==> src/rtl/stm_pkg.sv <==
// Package for the standard timer mode logic: mode codes, pin-function codes, reset values.
package stm_pkg;
  localparam int STM_CNT_W = 16;
  localparam int STM_COMPARE_P_VALUE_W = 8;
  localparam int STM_COMPARE_P_VALUE_LSB = 8;
  localparam logic [1:0] STM_MODE_CMP = 2'h0;
  localparam logic [1:0] STM_MODE_CAP = 2'h1;
  localparam logic [1:0] STM_MODE_PWM = 2'h2;
  localparam logic [1:0] STM_MODE_TMR = 2'h3;
  localparam logic [1:0] STM_PF_INACT = 2'h0;
  localparam logic [1:0] STM_PF_ACT = 2'h1;
  localparam logic [1:0] STM_PF_PWM = 2'h2;
  localparam logic [1:0] STM_PF_SPULSE = 2'h3;
  localparam logic [1:0] STM_PF_CAP_RISE = 2'h0;
  localparam logic [1:0] STM_PF_CAP_FALL = 2'h1;
  localparam logic [1:0] STM_PF_CAP_BOTH = 2'h2;
  localparam logic [1:0] STM_PF_CAP_OFF = 2'h3;
  localparam logic [15:0] STM_CNT_RST = 16'h0000;
  localparam logic [15:0] STM_COMPARE_A_VALUE_RST = 16'h0000;
  localparam logic [15:0] STM_CNT_MAX = 16'hffff;

  // Control bits of the timer control register
  typedef struct packed {
    logic [1:0] mode_select;
    logic [1:0] pin_function;
    logic       output_level_ctrl;
    logic       output_invert;
    logic       duty_period_swap;
    logic       clear_source_select;
  } stm_ctrl_t;
endpackage

==> src/rtl/stm_edge_sync.sv <==
// Two-flop synchroniser with rising and falling edge detect for one pin.
`timescale 1ns/1ns
module stm_edge_sync
  import stm_pkg::*;
(
  input  wire logic clk_sys_in,
  input  wire logic sys_rst_in,
  input  wire logic pin_in,
  output logic      level_out,
  output logic      rise_out,
  output logic      fall_out
);
  logic       meta;
  logic       sync;
  logic       prev;
  logic [2:0] fill;

  // First flop feeds only the second one
  always_ff @(posedge clk_sys_in)
  begin
    if (sys_rst_in)
    begin
      meta <= 1'b0;
      sync <= 1'b0;
      prev <= 1'b0;
      fill <= 3'h0;
    end
    else
    begin
      meta <= pin_in;
      sync <= meta;
      prev <= sync;
      fill <= {fill[1:0], 1'b1};
    end
  end

  // Edges seen in the same cycle the synchronised level moves
  // Held off until the pipe holds real pin samples, so an idle-high pin gives no false edge
  assign level_out = sync;
  assign rise_out  = fill[2] & sync & ~prev;
  assign fall_out  = fill[2] & ~sync & prev;
endmodule

==> src/rtl/stm_timer.sv <==
// Standard timer: compare, timer/counter, PWM, single pulse and capture modes.
//
// Overview of operation
// - With clear on compare A in compare mode, never set the P flag.
// - Mode 11 counts, clears and flags exactly like compare-match mode.
// - Timer/counter mode leaves the output pin undriven.
// - PWM ignores clear select; swap bit picks period and duty registers.
// - Swap clear: period is P times 256 (zero means 65536), duty A.
// - Swap set: period is A, duty is P times 256 (zero 65536).
// - Duty at or above period holds the output active all period.
// - PWM sets a flag on each A match and each P match.
// - Level control picks PWM polarity; pin function enables or forces.
// - Invert bit flips the final output level.
// - Counter and compares keep running while the output is forced.
// - Single pulse: trigger pin edge sets the run bit.
// - Single pulse: run bit rising starts counter and pulse.
// - Single pulse: A match clears run, ends pulse, flags; clear ends too.
// - Single pulse: counter zeroed only on run rising; P, swap ignored.
// - Mode 01 is capture; counter starts on run bit rising.
// - Selected capture edge copies counter into compare A, raises flag.
// - Capture: counter free runs until run falls; P match zeroes it.
// - Capture: every P match raises the timer flag too.
// - Capture pin function 11 disables captures, counter keeps running.
// - Capture edge select: 00 rising, 01 falling, 10 both, 11 off.
// - Compare P meets counter bits 15 to 8, 256-clock steps.
// - Run bit rising clears counter; outside PWM mode it also restores initial output level.
`timescale 1ns/1ns
module stm_timer
  import stm_pkg::*;
#(
  parameter int CNT_W = STM_CNT_W
)
(
  input  wire logic        clk_sys_in,
  input  wire logic        sys_rst_in,
  input  wire stm_ctrl_t   ctrl_in,
  input  wire logic        run_set_in,
  input  wire logic        run_clr_in,
  input  wire logic [15:0] compare_a_value_in,
  input  wire logic        compare_a_wr_in,
  input  wire logic [7:0]  compare_p_value_in,
  input  wire logic        flag_a_clr_in,
  input  wire logic        flag_p_clr_in,
  input  wire logic        ext_clock_trigger_pin_in,
  input  wire logic        capture_input_pin_in,
  output logic             counter_run_out,
  output logic [15:0]      counter_out,
  output logic [15:0]      compare_a_value_out,
  output logic             match_a_flag_out,
  output logic             match_p_flag_out,
  output logic             timer_out,
  output logic             timer_oe_n_out
);
  // Only the documented width is served by the compare-P alignment
  if (CNT_W != STM_CNT_W)
  begin : g_width_check
    $error("stm_timer: CNT_W must be 16");
  end

  logic        run;
  logic        run_prev;
  logic [15:0] cnt;
  logic [15:0] compare_a_value;
  logic        flag_a;
  logic        flag_p;
  logic        wave;
  logic        trig_rise;
  logic        cap_rise;
  logic        cap_fall;
  logic        run_rise;
  logic        match_a;
  logic        match_p;
  logic        counting;
  logic [15:0] a_last;
  logic [7:0]  p_last;
  logic        is_pwm;
  logic        is_spulse;
  logic        is_cap;
  logic        is_cmp;
  logic        capture;
  logic        period_hit;
  logic [16:0] duty_val;
  logic [16:0] period_val;
  logic [16:0] pos;
  logic        pwm_active;
  logic        active_lvl;
  logic        next_run;
  logic        next_out;

  // Pin synchronisers
  stm_edge_sync u_trig_sync
  (
    .clk_sys_in (clk_sys_in),
    .sys_rst_in (sys_rst_in),
    .pin_in     (ext_clock_trigger_pin_in),
    .level_out  (),
    .rise_out   (trig_rise),
    .fall_out   ()
  );

  stm_edge_sync u_cap_sync
  (
    .clk_sys_in (clk_sys_in),
    .sys_rst_in (sys_rst_in),
    .pin_in     (capture_input_pin_in),
    .level_out  (),
    .rise_out   (cap_rise),
    .fall_out   (cap_fall)
  );

  // Mode decode
  assign is_pwm    = (ctrl_in.mode_select == STM_MODE_PWM) && (ctrl_in.pin_function != STM_PF_SPULSE);
  assign is_spulse = (ctrl_in.mode_select == STM_MODE_PWM) && (ctrl_in.pin_function == STM_PF_SPULSE);
  assign is_cap    = (ctrl_in.mode_select == STM_MODE_CAP);
  assign is_cmp    = (ctrl_in.mode_select == STM_MODE_CMP) ||
                     (ctrl_in.mode_select == STM_MODE_TMR);
  assign run_rise  = run & ~run_prev;

  // Comparators look one count ahead, so a clear lands on the compare value
  // itself and the period equals the register, not one clock more
  // The run-rise cycle still shows the stale count, so matches wait a cycle
  assign counting = run & run_prev;
  assign a_last   = compare_a_value - 16'h0001;
  assign p_last   = compare_p_value_in - 8'h01; // P of zero wraps to a full 65536
  assign match_a  = counting && (cnt == a_last);
  assign match_p  = counting && (cnt[15:STM_COMPARE_P_VALUE_LSB] == p_last) && (cnt[7:0] == 8'hff);

  // Capture edge choice
  always_comb
  begin
    capture = 1'b0;
    unique case (ctrl_in.pin_function)
      STM_PF_CAP_RISE: capture = cap_rise;
      STM_PF_CAP_FALL: capture = cap_fall;
      STM_PF_CAP_BOTH: capture = cap_rise | cap_fall;
      STM_PF_CAP_OFF:  capture = 1'b0;
    endcase
    capture = capture & is_cap & run;
  end

  // PWM period and duty, in counts of the 17-bit span
  always_comb
  begin
    duty_val   = {1'b0, compare_a_value};
    period_val = {1'b0, compare_a_value};
    if (!ctrl_in.duty_period_swap)
    begin
      period_val = (compare_p_value_in == 8'h00) ? 17'h10000 : {1'b0, compare_p_value_in, 8'h00};
      duty_val   = {1'b0, compare_a_value};
    end
    else
    begin
      period_val = {1'b0, compare_a_value};
      duty_val   = (compare_p_value_in == 8'h00) ? 17'h10000 : {1'b0, compare_p_value_in, 8'h00};
    end
  end

  // Swap picks which comparator ends the period
  assign period_hit = ctrl_in.duty_period_swap ? match_a : match_p;
  assign pos        = {1'b0, cnt};
  assign pwm_active = (duty_val >= period_val) || (pos < duty_val);

  // Run bit: software, trigger pin and A match in single pulse
  always_comb
  begin
    next_run = run;
    if (run_set_in)
    begin
      next_run = 1'b1;
    end
    if (is_spulse && trig_rise)
    begin
      next_run = 1'b1;
    end
    if (run_clr_in)
    begin
      next_run = 1'b0;
    end
    if (is_spulse && match_a)
    begin
      next_run = 1'b0;
    end
  end

  always_ff @(posedge clk_sys_in)
  begin
    if (sys_rst_in)
    begin
      run      <= 1'b0;
      run_prev <= 1'b0;
    end
    else
    begin
      run      <= next_run;
      run_prev <= run;
    end
  end

  // Counter: zeroed on run rising or on the mode's clearing match, else counts while running
  always_ff @(posedge clk_sys_in)
  begin
    if (sys_rst_in)
    begin
      cnt <= STM_CNT_RST;
    end
    else if (run_rise)
    begin
      cnt <= STM_CNT_RST;
    end
    else if (run)
    begin
      if (is_spulse)
      begin
        cnt <= cnt + 16'h0001;
      end
      else if (is_cap && match_p)
      begin
        cnt <= STM_CNT_RST;
      end
      else if (is_pwm && period_hit)
      begin
        cnt <= STM_CNT_RST;
      end
      else if (is_cmp && (ctrl_in.clear_source_select ? match_a : match_p))
      begin
        cnt <= STM_CNT_RST;
      end
      else
      begin
        cnt <= cnt + 16'h0001;
      end
    end
  end

  // Compare A: software write, or captured counter
  always_ff @(posedge clk_sys_in)
  begin
    if (sys_rst_in)
    begin
      compare_a_value <= STM_COMPARE_A_VALUE_RST;
    end
    else if (capture)
    begin
      compare_a_value <= cnt;
    end
    else if (compare_a_wr_in)
    begin
      compare_a_value <= compare_a_value_in;
    end
  end

  // Sticky flags; a new event beats a same-cycle clear
  always_ff @(posedge clk_sys_in)
  begin
    if (sys_rst_in)
    begin
      flag_a <= 1'b0;
      flag_p <= 1'b0;
    end
    else
    begin
      if ((match_a && !is_cap) || capture)
      begin
        flag_a <= 1'b1;
      end
      else if (flag_a_clr_in)
      begin
        flag_a <= 1'b0;
      end
      if (match_p && !is_spulse && !(is_cmp && ctrl_in.clear_source_select))
      begin
        flag_p <= 1'b1;
      end
      else if (flag_p_clr_in)
      begin
        flag_p <= 1'b0;
      end
    end
  end

  // Waveform before the invert stage
  assign active_lvl = ctrl_in.output_level_ctrl;
  always_comb
  begin
    next_out = wave;
    if (is_pwm)
    begin
      unique case (ctrl_in.pin_function)
        STM_PF_INACT:  next_out = ~active_lvl;
        STM_PF_ACT:    next_out = active_lvl;
        STM_PF_PWM:    next_out = (run && pwm_active) ? active_lvl : ~active_lvl;
        STM_PF_SPULSE: next_out = ~active_lvl;
      endcase
    end
    else if (is_spulse)
    begin
      next_out = next_run ? active_lvl : ~active_lvl;
    end
    else if (run_rise)
    begin
      next_out = active_lvl;
    end
  end

  always_ff @(posedge clk_sys_in)
  begin
    if (sys_rst_in)
    begin
      wave <= 1'b0;
    end
    else
    begin
      wave <= next_out;
    end
  end

  // Output pin; released in timer/counter mode and capture mode
  always_ff @(posedge clk_sys_in)
  begin
    if (sys_rst_in)
    begin
      timer_out      <= 1'b0;
      timer_oe_n_out <= 1'b1;
    end
    else
    begin
      timer_out      <= next_out ^ ctrl_in.output_invert;
      timer_oe_n_out <= (ctrl_in.mode_select == STM_MODE_TMR) || is_cap;
    end
  end

  assign counter_run_out     = run;
  assign counter_out         = cnt;
  assign compare_a_value_out = compare_a_value;
  assign match_a_flag_out    = flag_a;
  assign match_p_flag_out    = flag_p;
endmodule

==> config.mk <==
export PLATFORM = sky130hd
export DESIGN_NAME = stm_timer
export DESIGN_NICKNAME = d
export VERILOG_FILES = /design/src/rtl/stm_pkg.sv /design/src/rtl/stm_edge_sync.sv /design/src/rtl/stm_timer.sv
export SDC_FILE = /design/constraint.sdc
export NUM_CORES = 1
export LEC_CHECK = 0
export ABC_CLOCK_PERIOD_IN_PS = 3700
export BUFFER_PORTS_ARGS = -buffer_cell sky130_fd_sc_hd__buf_2
export CORE_AREA = 4 4 105 107
export DETAILED_ROUTE_END_ITERATION = 6
export DIE_AREA = 0 0 109 111
export PLACE_DENSITY = 0.64
export SLEW_MARGIN = 0
export SYNTH_ARGS = -nofsm -noshare
export SYNTH_HDL_FRONTEND = slang
export SYNTH_SLANG_ARGS = --single-unit
==> constraint.sdc <==
create_clock -name clk_sys_in -period 3.7 [get_ports clk_sys_in]
set_clock_uncertainty 0.05 [all_clocks]
set_input_delay 0.37 -clock clk_sys_in [delete_from_list [all_inputs] [get_ports clk_sys_in]]
set_output_delay 0.37 -clock clk_sys_in [all_outputs]
set_load 0.03 [all_outputs]
[Word level (Yosys, flattened, before mapping)]
Index checks and enable logic that the tools add are counted.
Storage, ports and cells
  flip-flop bits (word level): 51
  logic and storage cells: 109
Cells by class
  bitwise logic cells: 17
  $lt $le $gt $ge: 2
  add/subtract/negate cells: 3
  equality and inequality tests: 10
  mux-type cells: 28
  reduce and logical (&&, ||, !) cells: 30
Operator list (number)
  two-way mux 16 bit: 6
  two-way mux 17 bit: 3
  greater-or-equal comparator 17 bit: 1
  less-than comparator 16 x 17 -> 1 bit: 1
  two-way mux 1 bit: 17
  adder 16 x 1 -> 16 bit, second input constant: 1
  == test 16 bit: 1
  subtractor 16 x 1 -> 16 bit, second input constant: 1
  logical AND 1 bit: 15
  bitwise AND 1 bit: 10
  == test 2 bit, second input constant: 4
  == test 8 bit: 1
  == test 8 bit, second input constant: 1
  logical NOT 8 bit: 1
  subtractor 8 x 1 -> 8 bit, second input constant: 1
  nonzero test 2 bit: 3
  NOT 1 bit: 5
  == test 2 x 1 -> 1 bit, second input constant: 2
  logical NOT 2 bit: 2
  logical OR 1 bit: 4
  case mux 1 bit (4 select lines): 1
  OR reduction 2 bit: 2
  logical NOT 1 bit: 3
  case mux 1 bit (3 select lines): 1
  3 further kinds: 3

[Logic depth before layout (Yosys ltp)]
  depth in word-level cells: 10
  gate-level depth with buffers: 18
  depth with buffers taken out: 16

[Modules after synthesis]
From an unflattened synthesis, not the netlist that was laid out.
Unflattened totals
  cells, all modules: 486
  area, all modules: 4068.9 um^2
By module, submodules not included
  stm_timer: cells an instance 458, seq. area each 780.7 um^2, instances 1, area an instance 3723.6 um^2
  stm_edge_sync: cells an instance 14, seq. area each 120.1 um^2, instances 2, area an instance 172.7 um^2

[Worst setup path after synthesis]
OpenSTA, ideal clock, no wires.
  kind: input -> register
  start point: input compare_p_value_in[0]
  end point: register timer_out
  arrival: 3.662 ns
  path slack: -0.136 ns
  cell stages on the path: 17
  cells stage by stage: inv_1 -> ha_1 -> or4b_4 -> buf_6 -> or4_1 -> buf_2 -> a31oi_1 -> inv_1 -> ha_1 -> nor2b_1 -> a211oi_1 -> a211oi_1 -> o31ai_2 -> o21ai_2 -> mux2_4 -> a22oi_2 -> mux2_1
On the way
  word-level cells in the longest chain between the ends: 10
  elaborated cells between the ends (all ways): 12
RTL lines
  start, declared: RTL line stm_timer.sv:41  | input wire logic [7:0] compare_p_value_in,
  logical NOT 8 bit: RTL line stm_timer.sv:148, stm_timer.sv:154
  two-way mux 17 bit *: RTL line stm_timer.sv:148, stm_timer.sv:154
  two-way mux 17 bit: RTL line stm_timer.sv:146  | if (!ctrl_in.duty_period_swap)
  greater-or-equal comparator 17 bit or less-than comparator 16 x 17 -> 1 bit (tied branches): RTL line stm_timer.sv:161  | assign pwm_active = (duty_val >= period_val) || (pos < duty_val);
  logical OR 1 bit *: RTL line stm_timer.sv:161
  logical AND 1 bit *: RTL line stm_timer.sv:291  | STM_PF_PWM: next_out = (run && pwm_active) ? active_lvl : ~active_lvl;
  two-way mux 1 bit *: RTL line stm_timer.sv:291
  case mux 1 bit (3 select lines) *: RTL line stm_timer.sv:288  | unique case (ctrl_in.pin_function)
  two-way mux 1 bit *: RTL line stm_timer.sv:286  | if (is_pwm)
  bitwise XOR 1 bit *: RTL line stm_timer.sv:327  | timer_out <= next_out ^ ctrl_in.output_invert;
  end signal, assigned: RTL line stm_timer.sv:327
  end, declared: RTL line stm_timer.sv:51  | output logic timer_out,
Every way passes the cells marked *; elsewhere a longest branch is shown, timed or not.
A chain may end at the register's enable or synchronous reset.

[Final worst setup path]
  start point: input compare_p_value_in[1]
  end point: register timer_out
Same word-level chain as after synthesis.

==> qor_table.md <==
| Parameter | This run |
|---|---|
| Number of buffers inserted by port buffering | 77 |
| Final cell utilization of the core | 0.456 |
| Startpoint type of the worst setup path | primary input |
| CP Launch Point | compare_p_value_in[1] |
| Fin. max-slew vios | 0 |
| Placer Congestion | 0.882 |
| Cell area after technology mapping | 3950 sq um |
| Fraction of power consumed by combinational cells | 0.265 |
| Largest cells by area after synthesis | sky130_fd_sc_hd__dfxtp_1, sky130_fd_sc_hd__ha_1, sky130_fd_sc_hd__mux2i_1 |
| Commonest cells in the netlist | sky130_fd_sc_hd__nor2_1, sky130_fd_sc_hd__dfxtp_1, sky130_fd_sc_hd__ha_1, sky130_fd_sc_hd__clkbuf_1, sky130_fd_sc_hd__mux2i_1 |
| Worst min-delay path endpoint | u_trig_sync.meta |
| CP endpoint kind | register |
| Number of DRC violations after detailed-routing iteration 0 | 150 |
| Type of the worst min-delay path | in2reg |
| Reg-to-reg critical path startpoint | compare_a_value_out[0] |
| Part of the total power dissipated in the clock network | 0.301 |
| Unrepaired setup endpoints after global routing | no |
| Die width | 109 um |
| Count of distinct cell types in the synthesized netlist | 65 |
| Final layout net count | 616 |
| Number of cells on the worst hold path | 2 |
| Number of antenna violations at the first check in global routing | 0 |
| Core region area | 10100 sq um |
| Post-route antenna net violation count | 0 |
| Clock tree root driver cell | sky130_fd_sc_hd__clkbuf_8 |
| Most used flip-flop cell after synthesis | sky130_fd_sc_hd__dfxtp_1 |
| Wire length per cell after detailed routing | 16.6 um |
| Routed via count divided by cell count | 5.39 |
| Net switching power of the design | 0.000404 W |
| Placement Rows | 37 |
| Overall die area | 12100 sq um |
| Cell with the most instances after synthesis | sky130_fd_sc_hd__nor2_1 |
| Critical path required time | 3850 ps |
| Run status | finished clean |
| GR Util All Layers | 0.193 |
| Reported leakage power | 2.11 nW |
| Sum of net half-perimeters after detailed placement | 8760 um |
| Post-CTS setup repair buffer count | 0 |
| Y dimension of the die | 111 um |
| Routed Wire Length | 11300 um |
| Remaining DRCs | 0 |
| Critical Setup Path Class | in2reg |
| Reg2reg path depth | 10 |
| Post-synthesis cell type with the largest combined area | sky130_fd_sc_hd__dfxtp_1 |
| TritonCTS clock tree | done |
| Synth Area per Inst | 8.21 sq um |
| Switching part of the total | 0.314 |
| Starting Density | 0.389 |
| Hold wc startpoint | ext_clock_trigger_pin_in |
| Final setup violation count | 0 |
| Wire length of the first global-routing pass | 18800 um |
| Worst slew margin relative to its limit | 0.523 |
| Yosys top cell area share | 0.243 |
| Router iterations before antenna repair | 6 |
| IO Pins | 78 |
| End of the worst register-to-register path | timer_out |
| Final Cycle Share | 0.976 |
| Ys async rst share | 0 |
| Via Count | 3667 |
| Slack of the worst reg-to-reg path | 380 ps |
| Worst ir drop on vdd | 0.000182 V |
| Worst Path Max Fanout | 6 |
| Number of global-route vias before repair | 3695 |
| Maximum achievable frequency | 0.277 GHz |
| Count of inserted antenna diode cells | 0 |
| Share of final-layout standard cells stronger than drive strength 1 | 0.244 |
| Nets in the synthesized netlist | 554 |
| Area growth syn-to-layout | 17.0% |
| Num Clock Sinks | 48 |
| P per Cell Area | 279 nW/um^2 |
| Sequential power share | 0.433 |
| Pin count of the biggest net entering global routing | 37 |
| EDFF count, synth | 0 |
| Tot Pwr | 0.00129 W |
| Buffer levels on the longest clock path | 2 |
| Final Critical Period | 3610 ps |
| Share of synthesized area occupied by flip-flops and latches | 0.243 |
| Clock Latency Late Sink | 310 ps |
| Internal power | 0.000885 W |
| Max-capacitance violation count | 0 |
| Synth warnings | 0 |
| Clock H-tree levels | 2 |
| Total clock buffers created by CTS | 5 |
| Cells after Synth | 481 |
| Clock Pin Slew Worst Setup and Hold Paths | 90 ps |
| Arrival time worst endpoint | 3760 ps |
| Worst Tran Pin Value | 716 ps |
| Final hold violation count | 0 |
| Count of state elements after synthesis | 48 |
| Global-route congestion overflow total | 0 |
## worst max-delay path, stage by stage
cell and delay [ps]:
sky130_fd_sc_hd__buf_2 150, sky130_fd_sc_hd__inv_12 60, sky130_fd_sc_hd__ha_4 120, sky130_fd_sc_hd__or4b_4 470, sky130_fd_sc_hd__or4_4 540, sky130_fd_sc_hd__a31oi_1 210, sky130_fd_sc_hd__inv_1 70, sky130_fd_sc_hd__ha_2 190
sky130_fd_sc_hd__nor2b_1 120, sky130_fd_sc_hd__a211oi_1 170, sky130_fd_sc_hd__a211oi_1 80, sky130_fd_sc_hd__o31ai_2 300, sky130_fd_sc_hd__o21ai_2 110, sky130_fd_sc_hd__mux2_4 310, sky130_fd_sc_hd__a22oi_2 150, sky130_fd_sc_hd__mux2_1 330
## cell families (layout without fill, tap and decap cells)
kind of cell,count (synthesis),in the layout,share of synthesized area
xor gates and xnor gates,45,45,0.0998
muxes,34,34,0.0897
DFF,48,48,0.243
AOI/OAI and AO/OA,86,86,0.161
adders and majority gates,32,32,0.101
buffers and inverters,63,126,0.0672
and+or+nand+nor,173,173,0.238
## layout by cell type (no fill, tap or decap), types with 10 or more instances in the layout
cell                       instances
sky130_fd_sc_hd__buf_2            77
sky130_fd_sc_hd__nor2_1           56
sky130_fd_sc_hd__dfxtp_1          48
sky130_fd_sc_hd__ha_1             30
sky130_fd_sc_hd__mux2i_1          26
sky130_fd_sc_hd__xor2_1           25
sky130_fd_sc_hd__a211oi_1         24
sky130_fd_sc_hd__nand2_1          23
sky130_fd_sc_hd__nor2b_1          20
sky130_fd_sc_hd__xnor2_1          20
sky130_fd_sc_hd__buf_4            20
sky130_fd_sc_hd__inv_1            18
sky130_fd_sc_hd__a21oi_1          14
sky130_fd_sc_hd__nand3_1          13
sky130_fd_sc_hd__nor3_1           10
## cell type report
type                    instances  area, sq um
repair buffers                 97          536
clock buffers                   5         68.8
multi-input cells             370         2750
well taps                     136          170
inverters                      21         96.3
clock inverters                 3         42.5
fillers                      1039         5520
flip-flops and latches         48          961
## worst max-delay path by stage
| stage | cells past startpoint | end |
|---|---|---|
| floorplan | 17 | timer_out |
| global placement | 16 | timer_out |
| detailed placement | 16 | timer_out |
| CTS | 16 | timer_out |
| global route | 16 | timer_out |
| finish | 16 | timer_out |
## sequential cells by signal, indices dropped and copies added, names as in the netlist
register               flops
match_a_flag_out           1
match_p_flag_out           1
u_cap_sync.prev            1
compare_a_value_out       16
counter_out               16
timer_oe_n_out             1
u_trig_sync.meta           1
wave                       1
timer_out                  1
u_trig_sync.level_out      1
u_cap_sync.meta            1
counter_run_out            1
u_trig_sync.prev           1
run_prev                   1
u_cap_sync.level_out       1
u_cap_sync.fill            3
## power groups by stage
stage          registers [W]  logic (W)  clock network [W]
6_report            0.000559   0.000342           0.000389
5_1_grt             0.000563   0.000381           0.000419
4_1_cts             0.000559   0.000343           0.000400
3_5_place_dp        0.000571   0.000342                  0
3_3_place_gp        0.000571   0.000336                  0
2_1_floorplan       0.000584   0.000226                  0
## stage by stage
step | setup slack (ps) | cells | hold slack, ps | cell area [sq um] | TNS (ps)
finish | 90.5 | 680 | 218 | 4620 | 0
global route | 5.09 | 680 | 243 | 4620 | 0
CTS | 23.6 | 680 | 212 | 4620 | 0
detailed placement | -301 | 672 | 376 | 4510 | -352
global placement | -251 | 672 | 368 | 4510 | -252
floorplan | -45.2 | 481 | 364 | 3980 | -45.2
## per-layer routing
| layer | global-route usage | vias up | routed length, um |
|---|---|---|---|
| li1 | - | 1830 | - |
| met1 | 0.257 | 1737 | 5140 |
| met2 | 0.325 | 86 | 5330 |
| met3 | 0.0303 | 14 | 623 |
| met4 | 0.0438 | 0 | 166 |
| met5 | 0 | - | 0 |
## repair_timing
| item | in CTS | in global routing |
|---|---|---|
| gates resized for setup | 0 | 1 |
| hold buffers | 0 | 0 |
| endpoints found under the setup margin | 0 | 1 |
Power figures use the tool's default switching activity.
